[src/rtl/afis_pkg.sv]
// package: constants, types and field layouts of the afe input sequencer
//------------------------------------------------------------------------
// Overview of operation
// sense differential or single-ended clock automatically
// clock-select high means pixel-rate clock supplied
// multiplier three, two, or one in single-input
// triple mode emits three inputs in programmed order
// dual mode: blue even, green odd pixels
// single multicolor routes all pixels via selected input
// red coefficient set steps per line pulse
// first line pulse selects first programmed input
// each later line pulse advances to next input
// after third input wrap to first, forever
// clamp pulse: programmable delay and width pixels
// clamp switch closes while clamp control asserted
// gated clamp is clamp AND sample strobe
// black level loop manual or automatic per channel
// automatic loop updates offset from black pixels
// per-input sample-hold or correlated double sampling
// input buffer enable bit drives all three buffers
// dual mode alternates even and odd per cycle
//------------------------------------------------------------------------
package afis_pkg;

   localparam int  SAMPLE_W      = 16;
   localparam int  OFFSET_W      = 10;
   localparam int  PIXCNT_W      = 12;
   localparam int  FIFO_DEPTH    = 8;
   localparam int  NUM_SETS_MAX  = 5;
   // clock and format-sense window
   localparam int  CLK_MHZ       = 100;
   localparam int  SENSE_NS      = 200;
   localparam int  SENSE_CYC     = (SENSE_NS * CLK_MHZ) / 1000;
   localparam int  SENSE_W       = 8;
   // clock-select and input-buffer enable bit positions in the first main configuration word
   localparam int  CLKSEL_BIT    = 2;
   localparam int  INBUF_BIT     = 7;
   // multipliers
   localparam logic [1:0] MULT_ONE   = 2'h1;
   localparam logic [1:0] MULT_TWO   = 2'h2;
   localparam logic [1:0] MULT_THREE = 2'h3;
   // channel codes
   localparam logic [1:0] CH_RED   = 2'h0;
   localparam logic [1:0] CH_GREEN = 2'h1;
   localparam logic [1:0] CH_BLUE  = 2'h2;
   // reset values and black-level target
   localparam logic [OFFSET_W-1:0] OFFSET_RST = 10'h200;
   localparam logic [SAMPLE_W-1:0] BLACK_TGT  = 16'h0100;
   localparam logic [2:0]          SET_ZERO   = 3'h0;

   typedef enum logic [1:0] {
      MODE_TRIPLE,
      MODE_DUAL,
      MODE_SINGLE_MULTI,
      MODE_LINE_SEQ
   } afis_mode_t;

   // word handed to the converter path
   typedef struct packed {
      logic [1:0]          chan;
      logic [2:0]          coefSet;
      logic [SAMPLE_W-1:0] data;
   } afis_conv_t;

   localparam int CONV_W = $bits(afis_conv_t);

   // three samples taken together at pixel rate
   typedef struct packed {
      logic [SAMPLE_W-1:0] red;
      logic [SAMPLE_W-1:0] green;
      logic [SAMPLE_W-1:0] blue;
   } afis_pixel_t;

endpackage : afis_pkg

[src/rtl/afis_input_sequencer.sv]
// afe input sequencer: clock setup, input steering, clamp and fifo
`timescale 1ns/100ps

//------------------------------------------------------------------------
// fifo between the steering logic and the converter
//------------------------------------------------------------------------
module afis_fifo
   import afis_pkg::*;
#(
   parameter int WIDTH = CONV_W,
   parameter int DEPTH = FIFO_DEPTH
) (
   // clock and reset
   input  wire logic             clk,
   input  wire logic             sys_rst,
   // fill side
   input  wire logic             inValid,
   output logic                  inReady,
   input  wire logic [WIDTH-1:0] inData,
   // drain side
   output logic                  outValid,
   input  wire logic             outReady,
   output logic      [WIDTH-1:0] outData
);
   localparam int AW = $clog2(DEPTH);

   logic [WIDTH-1:0] mem [DEPTH];
   logic [AW-1:0]    wrPtr_r;
   logic [AW-1:0]    rdPtr_r;
   logic [AW:0]      count_r;
   logic             push;
   logic             pop;

   // honest flags straight from the occupancy count
   assign inReady  = (count_r != (AW+1)'(DEPTH));
   assign outValid = (count_r != '0);
   assign push     = inValid & inReady;
   assign pop      = outValid & outReady;
   assign outData  = mem[rdPtr_r];

   // storage has no reset; only pointers and count need a defined state
   always_ff @(posedge clk) begin
      if (push) begin
         mem[wrPtr_r] <= inData;
      end
   end

   // pointers wrap at depth, which need not be a power of two
   always_ff @(posedge clk) begin
      if (sys_rst) begin
         wrPtr_r <= '0;
         rdPtr_r <= '0;
         count_r <= '0;
      end else begin
         if (push) begin
            wrPtr_r <= (wrPtr_r == AW'(DEPTH-1)) ? '0 : wrPtr_r + 1'b1;
         end
         if (pop) begin
            rdPtr_r <= (rdPtr_r == AW'(DEPTH-1)) ? '0 : rdPtr_r + 1'b1;
         end
         count_r <= count_r + (AW+1)'(push) - (AW+1)'(pop);
      end
   end
endmodule : afis_fifo

//------------------------------------------------------------------------
// top: input sequencer
//------------------------------------------------------------------------
module afis_input_sequencer
   import afis_pkg::*;
(
   // clock and reset
   input  wire logic                clk,
   input  wire logic                sys_rst,
   // sampled levels of the two clock input pins
   input  wire logic                clkPosLevel,
   input  wire logic                clkNegLevel,
   // configuration
   input  wire logic [7:0]          mainConfig1,
   input  wire afis_mode_t          mode,
   input  wire logic [5:0]          chanOrder,
   input  wire logic [1:0]          singleSel,
   input  wire logic [2:0]          numColorSets,
   input  wire logic [PIXCNT_W-1:0] clampDelay,
   input  wire logic [PIXCNT_W-1:0] clampWidth,
   input  wire logic                clampGateEn,
   input  wire logic [2:0]          blcAuto,
   input  wire logic [3*OFFSET_W-1:0] manualOffset,
   input  wire logic [2:0]          cdsSel,
   // sensor timing
   input  wire logic                lineTransferPulse,
   input  wire logic                sampleStrobe,
   // pixel stream in
   input  wire logic                pixValid,
   output logic                     pixReady,
   input  wire afis_pixel_t         pixData,
   // converter stream out
   output logic                     convValid,
   input  wire logic                convReady,
   output afis_conv_t               convWord,
   // status and analog controls
   output logic                     clkDiff_r,
   output logic [1:0]               mult_r,
   output logic                     inputClamp_r,
   output logic                     clampSwitch,
   output logic [2:0]               inBufEn_r,
   output logic [2:0]               cdsMode_r,
   output logic [3*OFFSET_W-1:0]    offset_r,
   output logic [1:0]               activeChan_r,
   output logic [2:0]               coefSet_r
);

   //---------------------------------------------------------------------
   // clock format sense
   //---------------------------------------------------------------------
   logic               negPrev_r;
   logic [SENSE_W-1:0] quietCnt_r;

   // a grounded complementary pin never toggles; one toggle proves a pair
   always_ff @(posedge clk) begin
      if (sys_rst) begin
         negPrev_r  <= 1'b0;
         quietCnt_r <= '0;
         clkDiff_r  <= 1'b0;
      end else begin
         negPrev_r <= clkNegLevel;
         if (clkNegLevel != negPrev_r) begin
            quietCnt_r <= '0;
            clkDiff_r  <= 1'b1;
         end else if (quietCnt_r == SENSE_W'(SENSE_CYC)) begin
            clkDiff_r  <= 1'b0;
         end else begin
            quietCnt_r <= quietCnt_r + 1'b1;
         end
      end
   end

   //---------------------------------------------------------------------
   // clock multiplier and static controls
   //---------------------------------------------------------------------
   logic pixClkSel;

   assign pixClkSel = mainConfig1[CLKSEL_BIT];

   // single-input modes ignore the select: pixel and converter rates match
   always_ff @(posedge clk) begin
      if (sys_rst) begin
         mult_r <= MULT_ONE;
      end else if (!pixClkSel) begin
         mult_r <= MULT_ONE;
      end else begin
         case (mode)
            MODE_TRIPLE: mult_r <= MULT_THREE;
            MODE_DUAL:   mult_r <= MULT_TWO;
            default:     mult_r <= MULT_ONE;
         endcase
      end
   end

   // buffer enable and front-end style are plain register copies
   always_ff @(posedge clk) begin
      if (sys_rst) begin
         inBufEn_r <= '0;
         cdsMode_r <= '0;
      end else begin
         inBufEn_r <= {3{mainConfig1[INBUF_BIT]}};
         cdsMode_r <= cdsSel;
      end
   end

   //---------------------------------------------------------------------
   // line sequencing
   //---------------------------------------------------------------------
   afis_mode_t modePrev_r;
   logic       lineArmed_r;
   logic [1:0] seqIdx_r;

   function automatic logic [1:0] orderEntry(input logic [5:0] ord,
                                             input logic [1:0] idx);
      orderEntry = ord[2*idx +: 2];
   endfunction : orderEntry

   // a mode change disarms, so the next pulse restarts at entry zero
   always_ff @(posedge clk) begin
      if (sys_rst) begin
         modePrev_r   <= MODE_TRIPLE;
         lineArmed_r  <= 1'b0;
         seqIdx_r     <= '0;
         activeChan_r <= CH_RED;
         coefSet_r    <= SET_ZERO;
      end else begin
         modePrev_r <= mode;
         if (mode != modePrev_r) begin
            lineArmed_r <= 1'b0;
            seqIdx_r    <= '0;
            coefSet_r   <= SET_ZERO;
         end else if (lineTransferPulse) begin
            lineArmed_r <= 1'b1;
            case (mode)
               MODE_LINE_SEQ: begin
                  if (!lineArmed_r) begin
                     seqIdx_r     <= 2'h1;
                     activeChan_r <= orderEntry(chanOrder, 2'h0);
                  end else begin
                     activeChan_r <= orderEntry(chanOrder, seqIdx_r);
                     seqIdx_r <= (seqIdx_r == 2'h2) ? 2'h0
                                                    : seqIdx_r + 1'b1;
                  end
               end
               MODE_SINGLE_MULTI: begin
                  activeChan_r <= singleSel;
                  if (!lineArmed_r || singleSel != CH_RED) begin
                     coefSet_r <= SET_ZERO;
                  end else if (coefSet_r + 1'b1 >= numColorSets ||
                               coefSet_r == 3'(NUM_SETS_MAX-1)) begin
                     coefSet_r <= SET_ZERO;
                  end else begin
                     coefSet_r <= coefSet_r + 1'b1;
                  end
               end
               default: begin
                  coefSet_r <= SET_ZERO;
               end
            endcase
         end
      end
   end

   //---------------------------------------------------------------------
   // steering: one pixel in, one to three converter words out
   //---------------------------------------------------------------------
   typedef enum logic {ST_IDLE, ST_EMIT} afis_state_t;

   afis_state_t state_r;
   afis_pixel_t hold_r;
   logic [1:0]  slot_r;
   logic [1:0]  lastSlot_r;
   logic [1:0]  slotChan;
   logic        fifoReady;
   logic        fifoValid;
   afis_conv_t  fifoWord;
   logic        pixTake;
   logic        seqBlocked;

   // line-sequential mode samples nothing until its first line pulse
   assign seqBlocked = (mode == MODE_LINE_SEQ) && !lineArmed_r;
   assign pixReady   = (state_r == ST_IDLE) && !seqBlocked;
   assign pixTake    = pixValid & pixReady;

   // channel presented in the current converter slot
   always_comb begin
      case (mode)
         MODE_TRIPLE: slotChan = orderEntry(chanOrder, slot_r);
         MODE_DUAL:   slotChan = slot_r[0] ? CH_GREEN : CH_BLUE;
         default:     slotChan = activeChan_r;
      endcase
   end

   always_comb begin
      fifoWord.chan    = slotChan;
      fifoWord.coefSet = coefSet_r;
      case (slotChan)
         CH_GREEN: fifoWord.data = hold_r.green;
         CH_BLUE:  fifoWord.data = hold_r.blue;
         default:  fifoWord.data = hold_r.red;
      endcase
   end

   assign fifoValid = (state_r == ST_EMIT);

   // a full fifo stalls emission, which in turn drops pixReady
   always_ff @(posedge clk) begin
      if (sys_rst) begin
         state_r    <= ST_IDLE;
         hold_r     <= '0;
         slot_r     <= '0;
         lastSlot_r <= '0;
      end else begin
         case (state_r)
            ST_IDLE: begin
               if (pixTake) begin
                  hold_r  <= pixData;
                  slot_r  <= '0;
                  state_r <= ST_EMIT;
                  case (mode)
                     MODE_TRIPLE: lastSlot_r <= 2'h2;
                     MODE_DUAL:   lastSlot_r <= 2'h1;
                     default:     lastSlot_r <= 2'h0;
                  endcase
               end
            end
            ST_EMIT: begin
               if (fifoReady) begin
                  if (slot_r == lastSlot_r) begin
                     state_r <= ST_IDLE;
                  end else begin
                     slot_r <= slot_r + 1'b1;
                  end
               end
            end
            default: state_r <= ST_IDLE;
         endcase
      end
   end

   afis_fifo #(
      .WIDTH (CONV_W),
      .DEPTH (FIFO_DEPTH)
   ) u_fifo (
      .clk      (clk),
      .sys_rst  (sys_rst),
      .inValid  (fifoValid),
      .inReady  (fifoReady),
      .inData   (fifoWord),
      .outValid (convValid),
      .outReady (convReady),
      .outData  (convWord)
   );

   //---------------------------------------------------------------------
   // input clamp pulse
   //---------------------------------------------------------------------
   logic [PIXCNT_W-1:0] pixCnt_r;
   logic [PIXCNT_W:0]   clampEnd;

   assign clampEnd = {1'b0, clampDelay} + {1'b0, clampWidth};

   // pixels counted from the line pulse; the pulse itself is pixel zero
   always_ff @(posedge clk) begin
      if (sys_rst) begin
         pixCnt_r     <= '0;
         inputClamp_r <= 1'b0;
      end else begin
         if (lineTransferPulse) begin
            pixCnt_r <= '0;
         end else if (pixTake && pixCnt_r != '1) begin
            pixCnt_r <= pixCnt_r + 1'b1;
         end
         inputClamp_r <= !lineTransferPulse && clampWidth != '0 &&
                         pixCnt_r >= clampDelay &&
                         {1'b0, pixCnt_r} < clampEnd;
      end
   end

   // gating drops the reset-noise part of each pixel from the clamp
   assign clampSwitch = clampGateEn ? (inputClamp_r & sampleStrobe)
                                    : inputClamp_r;

   //---------------------------------------------------------------------
   // black level loops, one per channel
   //---------------------------------------------------------------------
   // a one-step integrator: slow, but it cannot overshoot on noisy black
   for (genvar ch = 0; ch < 3; ch++) begin : g_blc
      logic [SAMPLE_W-1:0] black;
      logic [OFFSET_W-1:0] offs;

      assign offs  = offset_r[ch*OFFSET_W +: OFFSET_W];
      assign black = (ch == 0) ? pixData.red :
                     (ch == 1) ? pixData.green : pixData.blue;

      always_ff @(posedge clk) begin
         if (sys_rst) begin
            offset_r[ch*OFFSET_W +: OFFSET_W] <= OFFSET_RST;
         end else if (!blcAuto[ch]) begin
            offset_r[ch*OFFSET_W +: OFFSET_W] <=
               manualOffset[ch*OFFSET_W +: OFFSET_W];
         end else if (pixTake && inputClamp_r) begin
            if (black > BLACK_TGT && offs != '0) begin
               offset_r[ch*OFFSET_W +: OFFSET_W] <= offs - 1'b1;
            end else if (black < BLACK_TGT && offs != '1) begin
               offset_r[ch*OFFSET_W +: OFFSET_W] <= offs + 1'b1;
            end
         end
      end
   end

endmodule : afis_input_sequencer

[config.mk]
export PLATFORM = sky130hd
export DESIGN_NAME = afis_input_sequencer
export DESIGN_NICKNAME = d
export VERILOG_FILES = /design/src/rtl/afis_pkg.sv /design/src/rtl/afis_input_sequencer.sv
export SDC_FILE = /design/constraint.sdc
export NUM_CORES = 1
export LEC_CHECK = 0
export ABC_CLOCK_PERIOD_IN_PS = 4200
export CAP_MARGIN = 10
export CORE_ASPECT_RATIO = 0.9
export CORE_MARGIN = 2
export CORE_UTILIZATION = 40
export DETAILED_ROUTE_END_ITERATION = 8
export DONT_BUFFER_PORTS = 1
export SYNTH_ARGS = -nofsm -noshare
export SYNTH_HDL_FRONTEND = slang
export SYNTH_SLANG_ARGS = --single-unit
[constraint.sdc]
create_clock -name clk -period 4.2 [get_ports clk]
set_clock_uncertainty 0.05 [all_clocks]
set_input_delay 0.42 -clock clk [delete_from_list [all_inputs] [get_ports clk]]
set_output_delay 0.42 -clock clk [all_outputs]
set_load 0.02 [all_outputs]
Word-level counts from Yosys, hierarchy flattened
Memories as Yosys holds them, arrays and structs flattened. A register that Yosys moved wholly into a read port is not among the register bits.
Cells that the tools add are included.
{ "word_totals": {"ff_bits": 132, "memories": 1, "out_inout_bits": 69, "mem_bits_rw": 168} }
{ "classes": {"n_shift": 2, "addsub": 16, "n_eq_ne": 27, "n_reduce_logical": 39, "mux": 41, "n_lt_le_gt_ge": 9, "bitwise_logic": 8} }
{ "memory_table": {"columns": ["name", "words", "word_bits", "read_ports", "rd_ports_with_merged_regs", "wr", "line", "source"], "rows": [
  ["u_fifo.mem", 8, 21, 1, 1, 1, "afis_input_sequencer.sv:27", "logic [WIDTH-1:0] mem [DEPTH];"]
]} }
{ "op_table": {"columns": ["operator", "count"], "rows": [
  ["$mux W10", 12],
  ["$gt A16 B9 Y1 const B", 3],
  ["$lt A16 B9 Y1 const B", 3],
  ["$pmux W16 S2", 1],
  ["$add A10 B1 Y10 const B", 3],
  ["$ne A10 B10 Y1 const B", 3],
  ["$reduce_bool A10 Y1", 3],
  ["$sub A10 B1 Y10 const B", 3],
  ["$pmux W2 S2", 5],
  ["$mux W3", 6],
  ["$mux W2", 7],
  ["$add A12 B12 Y13", 1],
  ["$logic_and A1 B1 Y1", 13],
  ["$lt A12 B13 Y1", 1],
  ["$add A12 B1 Y12 const B", 1],
  ["$ge A12 B12 Y1", 1],
  ["$ne A12 B12 Y1 const B", 1],
  ["$reduce_and A2 Y1", 6],
  ["$reduce_bool A12 Y1", 1],
  ["$shiftx A6 B4 Y2", 2],
  ["$add A3 B1 Y3 const B", 3],
  ["$eq A3 B3 Y1 const B", 3],
  ["$ne A3 B1 Y1 const B", 3],
  ["$add A8 B1 Y8 const B", 1],
  ["other kinds (25)", 56]
]} }

Depth between registers and ports, before layout
{ "depth": {"depth_word": 8, "mapped_depth": 16} }

By module
Synthesis repeated with hierarchy kept, for this count alone.
{ "hier_totals": {"hier_cells": 1328, "area_unflattened_um2": 15080.7} }
{ "modules_own_cells": {"columns": ["mod", "n_inst", "cells_per_inst", "seq_area_each_um2", "area_each_um2"], "rows": [
  ["afis_input_sequencer", 1, 1009, 2442.3, 7908.8],
  ["afis_fifo", 1, 319, 5305.1, 7171.9]
]} }

Worst setup path before layout
No wires, ideal clock.
{ "synth_timing": {"path_kind": "reg2reg", "from": "register u_fifo.count_r[2]", "to": "memory u_fifo.mem[0][0] in the netlist's numbering, enable pin", "n_path_buf": 0, "arrival_time_ns": 2.829, "stages_incl_launch_ff": 6, "setup_time_ns": 0.453, "path_slack_ns": 0.868, "required_ns": 3.697, "cell_sequence": "dfxtp_1 inv_1 ha_1 nand2_1 nand2_1 nor4_1"} }
{ "synth_between": {"elab_chain_len": 4} }
{ "synth_lines": {"columns": ["element", "line", "source"], "rows": [
  ["start: declaration", "afis_input_sequencer.sv:30", "logic [AW:0] count_r;"],
  ["start signal: assignment", "afis_input_sequencer.sv:61", "count_r <= count_r + (AW+1)'(push) - (AW+1)'(pop);"],
  ["$ne A4 B4 Y1", "afis_input_sequencer.sv:35", "assign inReady = (count_r != (AW+1)'(DEPTH));"],
  ["$and A1 B1 Y1", "afis_input_sequencer.sv:37", "assign push = inValid & inReady;"],
  ["$mux W1", "afis_input_sequencer.sv:43", "if (push) begin"],
  ["$mux W1 (implied by the code)", "afis_input_sequencer.sv:44", "mem[wrPtr_r] <= inData;"],
  ["end: declaration", "afis_input_sequencer.sv:27", null]
]} }
Every way passes these cells.

Worst setup path in the final report
{ "layout_timing": {"from": "register offset_r[6] (netlist: g_blc[0].offs[6])", "to": "register offset_r[8] (netlist: g_blc[0].offs[8])"} }
{ "layout_between": {"elab_chain_len": 5, "word_cells_on_any_way": 12, "cone_classes": "add/sub: 2; eq/ne: 2; mux: 4; reduce/logical: 4"} }
{ "layout_lines": {"columns": ["element", "line", "source"], "rows": [
  ["start: declaration", "afis_input_sequencer.sv:108", "output logic [3*OFFSET_W-1:0] offset_r,"],
  ["start signal: indexed assignment", "afis_input_sequencer.sv:365", "offset_r[ch*OFFSET_W +: OFFSET_W] <="],
  ["start signal: indexed assignment", "afis_input_sequencer.sv:369", "offset_r[ch*OFFSET_W +: OFFSET_W] <= offs - 1'b1;"],
  ["start signal: indexed assignment", "afis_input_sequencer.sv:371", "offset_r[ch*OFFSET_W +: OFFSET_W] <= offs + 1'b1;"],
  ["$add A10 B1 Y10 or $reduce_bool A10 Y1 (tied branches)", "afis_input_sequencer.sv:371, afis_input_sequencer.sv:368", null],
  ["$mux W10 or $logic_and A1 B1 Y1 (tied branches)", "afis_input_sequencer.sv:370, afis_input_sequencer.sv:368", null],
  ["$mux W10", "afis_input_sequencer.sv:368", "if (black > BLACK_TGT && offs != '0) begin"],
  ["$mux W10", "afis_input_sequencer.sv:367", "end else if (pixTake && inputClamp_r) begin"],
  ["$mux W10", "afis_input_sequencer.sv:364", "end else if (!blcAuto[ch]) begin"]
]} }
Parallel ways exist; a longest one is shown, timed or not. The select of a mux whose other input is x is not followed.
A chain may end at the register's enable or synchronous reset.

==> results.ini <==
[die]
core_um2 = 36300
start_util = 0.407
rows = 66
fp.dieH_um = 186
die-area_um2 = 38400
pin_count = 207
fp.dieW_um = 206

[logic_synthesis]
synth_cell_type_count = 62
yosysSeqAreaShare = 0.525
async_flop_share = 0
synthCells = 1307
synth_edf_count = 168
synth_area_um2 = 14700
syn-num-nets = 1529
avgSynthCellArea_um2 = 11.3
synth_warnings = 0
ys_seq_elements = 303
synth-main-ff-cell = edfxtp_1

[sta]
rsz0062_at_grt = false
fin_crit_sh = 0.783
finalSetupViolCount = 0
report.final.slew_viol_count = 0
hold_viol = 0
slew_headroom = 0.330
setup_tns_ps = 0
period_needed_ps = 3290
max_freq_mhz = 304
tightest_slew_ps = 995

[setup_path]
crit_path_start_kind = flop
rrSetupSlack_ps = 910
critPathRequiredTime_ps = 4600
cp_slowest_cell = or4_1
cp_slowest_stage_delay_ps = 570
crit_fanout = 11
cp-end-kind = flop
crit_type = reg2reg
worstPathArrival_ps = 3690
cpMostUsedCell = a211oi_1
crit_family = compound AO/OA/AOI/OAI gates
crit_buf_inv = 0
path_cells = or4_1 -> nor3_2 -> a2bb2oi_2 -> fa_1 -> a211oi_1 -> nor2_1 -> o31ai_1 -> a21oi_1 -> xor2_1 -> mux2i_1 -> a211oi_1

[pwr]
p_per_area_nw_per_um2 = 453
p_leak_nw = 6.16
ir_drop_uv = 288

[global_route]
use_met2 = 0.299
grt.overflow.total = 0
use_met1 = 0.251
grt_usage = 0.187
grt_start_max_net_pins = 103
grt_pass1_wl_mm = 55.6
grt_pass1_vias = 10000
met3_usage = 0.0462
antenna_found_initial = 1
gr-max-usage-layer = met2

[clock_network]
root_buffer = clkbuf_16
post_cts_resized = 0
insertion_delay_ps = 530
clk_pin_slew_ps = 60
cts.hold.buffers_added = 59
cts_tree = done
cts_sinks = 303
cts_made_buffers = 36
cts_setup_buffers = 0
clk_path_buf_depth = 3
cts-htree-levels = 2

[route]
first_pass_iters = 5
viasPerCell = 5.47
drc = 0
wire_per_inst_um = 19.1
wl_mm = 35.8
antenna_left = 0
vias = 10200
initialDrtViolationCount = 535

[finish]
stdcell_count = 1870
area_growth_syn_to_layout_pct = 15.7
drive_gt1_frac = 0.121
num-nets-final = 1589

[placed_design]
gp_congestion = 0.848
dp_cells = 1746
io_buffers = 0
hpwl_mm = 23.6

[min_path]
hold_path.class = in2reg

[outcome]
outcome = complete, no violations

[job]
maxCapViolations = 0

## final timing paths
kind              cells after the start                to             start
setup / recovery                     11  g_blc[0].offs[8]  g_blc[0].offs[6]
hold / removal                        2  g_blc[1].offs[4]  manualOffset[14]
setup reg to reg                     11  g_blc[0].offs[8]  g_blc[0].offs[6]
hold reg to reg                       2        hold_r[47]        hold_r[47]
## worst reg2reg max path, cell delays in order (launching register included)
cell,delay (ps)
dfxtp_1,420
or4_1,580
nor3_2,140
a2bb2oi_2,220
fa_1,500
a211oi_1,270
nor2_1,120
o31ai_1,300
a21oi_1,140
xor2_1,150
mux2i_1,80
a211oi_1,220
## layer usage
layer / share of wire / routed length (µm)
met1: 0.45 / 16200
met2: 0.46 / 16500
met3: 0.060 / 2160
met4: 0.025 / 904
met5: 0 / 0
## layout by cell type (no fill, tap or decap), drive strengths merged, types with 5 or more instances in the layout
master	count
nor3b	12
o211ai	5
inv	49
mux4	42
edfxtp	168
a22oi	17
nand4	14
a211oi	43
dlygate4sd3	58
mux2i	19
buf	26
a21oi	101
nand3	12
ha	79
o31ai	6
o21a	11
clkinv	9
nor3	35
xor2	29
clkbuf	47
nand2b	14
nor4	19
o21ai	48
o31a	6
mux2	25
a21o	14
fa	5
xnor2	20
nor2	102
nor2b	16
dfxtp	135
nand2	158
a21boi	8
## stage by stage
stage | power [mW] | instance area, µm² | utilization | worst slack (ps) | hold slack, ps
global placement | 4.73 | 15300 | 0.422 | 670 | 390
finish | 7.73 | 17100 | 0.471 | 910 | 17.0
detailed placement | 4.75 | 15300 | 0.422 | 671 | 394
CTS | 7.84 | 17100 | 0.470 | 894 | 0.821
global route | 8.11 | 17100 | 0.471 | 655 | 6.15
floorplan | 4.47 | 14700 | - | 868 | 386
## layout make-up
class,count,area (µm²)
multi-input combinational,898,6600
sequential,303,7750
tap,476,596
fill,3311,19200
antenna,1,2.50
clock inverter,17,176
inverter,44,165
clock buffer,47,965
timing repair buffer,84,808
## synth_stat cells, types with 3 or more instances
| library cell | number | area share |
|---|---|---|
| ha_1 | 79 | 0.067 |
| and3_1 | 3 | 0.0013 |
| nor2b_1 | 16 | 0.0068 |
| o21a_1 | 11 | 0.0056 |
| fa_1 | 5 | 0.0068 |
| a211oi_1 | 42 | 0.021 |
| clkbuf_1 | 44 | 0.011 |
| mux2i_1 | 19 | 0.013 |
| a22oi_1 | 17 | 0.0087 |
| buf_1 | 4 | 0.0010 |
| nand3_1 | 12 | 0.0041 |
| xor2_1 | 29 | 0.017 |
| nand2_1 | 158 | 0.040 |
| xnor2_1 | 20 | 0.012 |
| dfxtp_1 | 135 | 0.18 |
| buf_4 | 7 | 0.0036 |
| o31ai_1 | 6 | 0.0031 |
| a31oi_1 | 3 | 0.0013 |
| nor4_1 | 19 | 0.0081 |
| nor3b_1 | 11 | 0.0056 |
| or3_1 | 4 | 0.0017 |
| nor3_1 | 34 | 0.012 |
| nor2_1 | 102 | 0.026 |
| buf_2 | 6 | 0.0020 |
| o21bai_1 | 4 | 0.0020 |
| a21oi_1 | 101 | 0.034 |
| mux2_2 | 25 | 0.019 |
| inv_1 | 44 | 0.011 |
| edfxtp_1 | 168 | 0.34 |
| nand2b_1 | 14 | 0.0059 |
| o31a_1 | 4 | 0.0024 |
| nand4_1 | 14 | 0.0059 |
| a21boi_0 | 8 | 0.0041 |
| o21ai_0 | 48 | 0.016 |
| mux4_2 | 42 | 0.064 |
| a21o_1 | 14 | 0.0071 |
## cell families (layout without fill, tap and decap cells)
family	Yosys count	after routing	synth area share
flops	303	303	0.525
xor+xnor	49	49	0.0291
mux	86	86	0.0961
buf+inv	106	192	0.0298
simple gates	401	401	0.125
other cells	0	1	0
compound gates	278	278	0.120
fa+ha+maj	84	84	0.0738
## report_power, final
group / internal [mW] / switching [mW] / leakage, nW
Sequential: 3.26 / 0.155 / 2.65
Combinational: 0.601 / 0.729 / 2.94
Clock: 1.77 / 1.22 / 0.564
Total: 5.63 / 2.10 / 6.16
## sequential cells by signal, summed over array words and instances (netlist names), named ones only
register,cells
inBufEn_r,1
pixCnt_r,12
seqIdx_r,2
lineArmed_r,1
slot_r,2
hold_r,48
fifoValid,1
lastSlot_r,2
inputClamp_r,1
mult_r,2
coefSet_r,3
negPrev_r,1
g_blc.offs,30
u_fifo.wrPtr_r,3
cdsMode_r,3
modePrev_r,2
u_fifo.rdPtr_r,3
u_fifo.mem,168
activeChan_r,2
u_fifo.count_r,4
quietCnt_r,8
clkDiff_r,1
(Power assumes the default switching activity.)
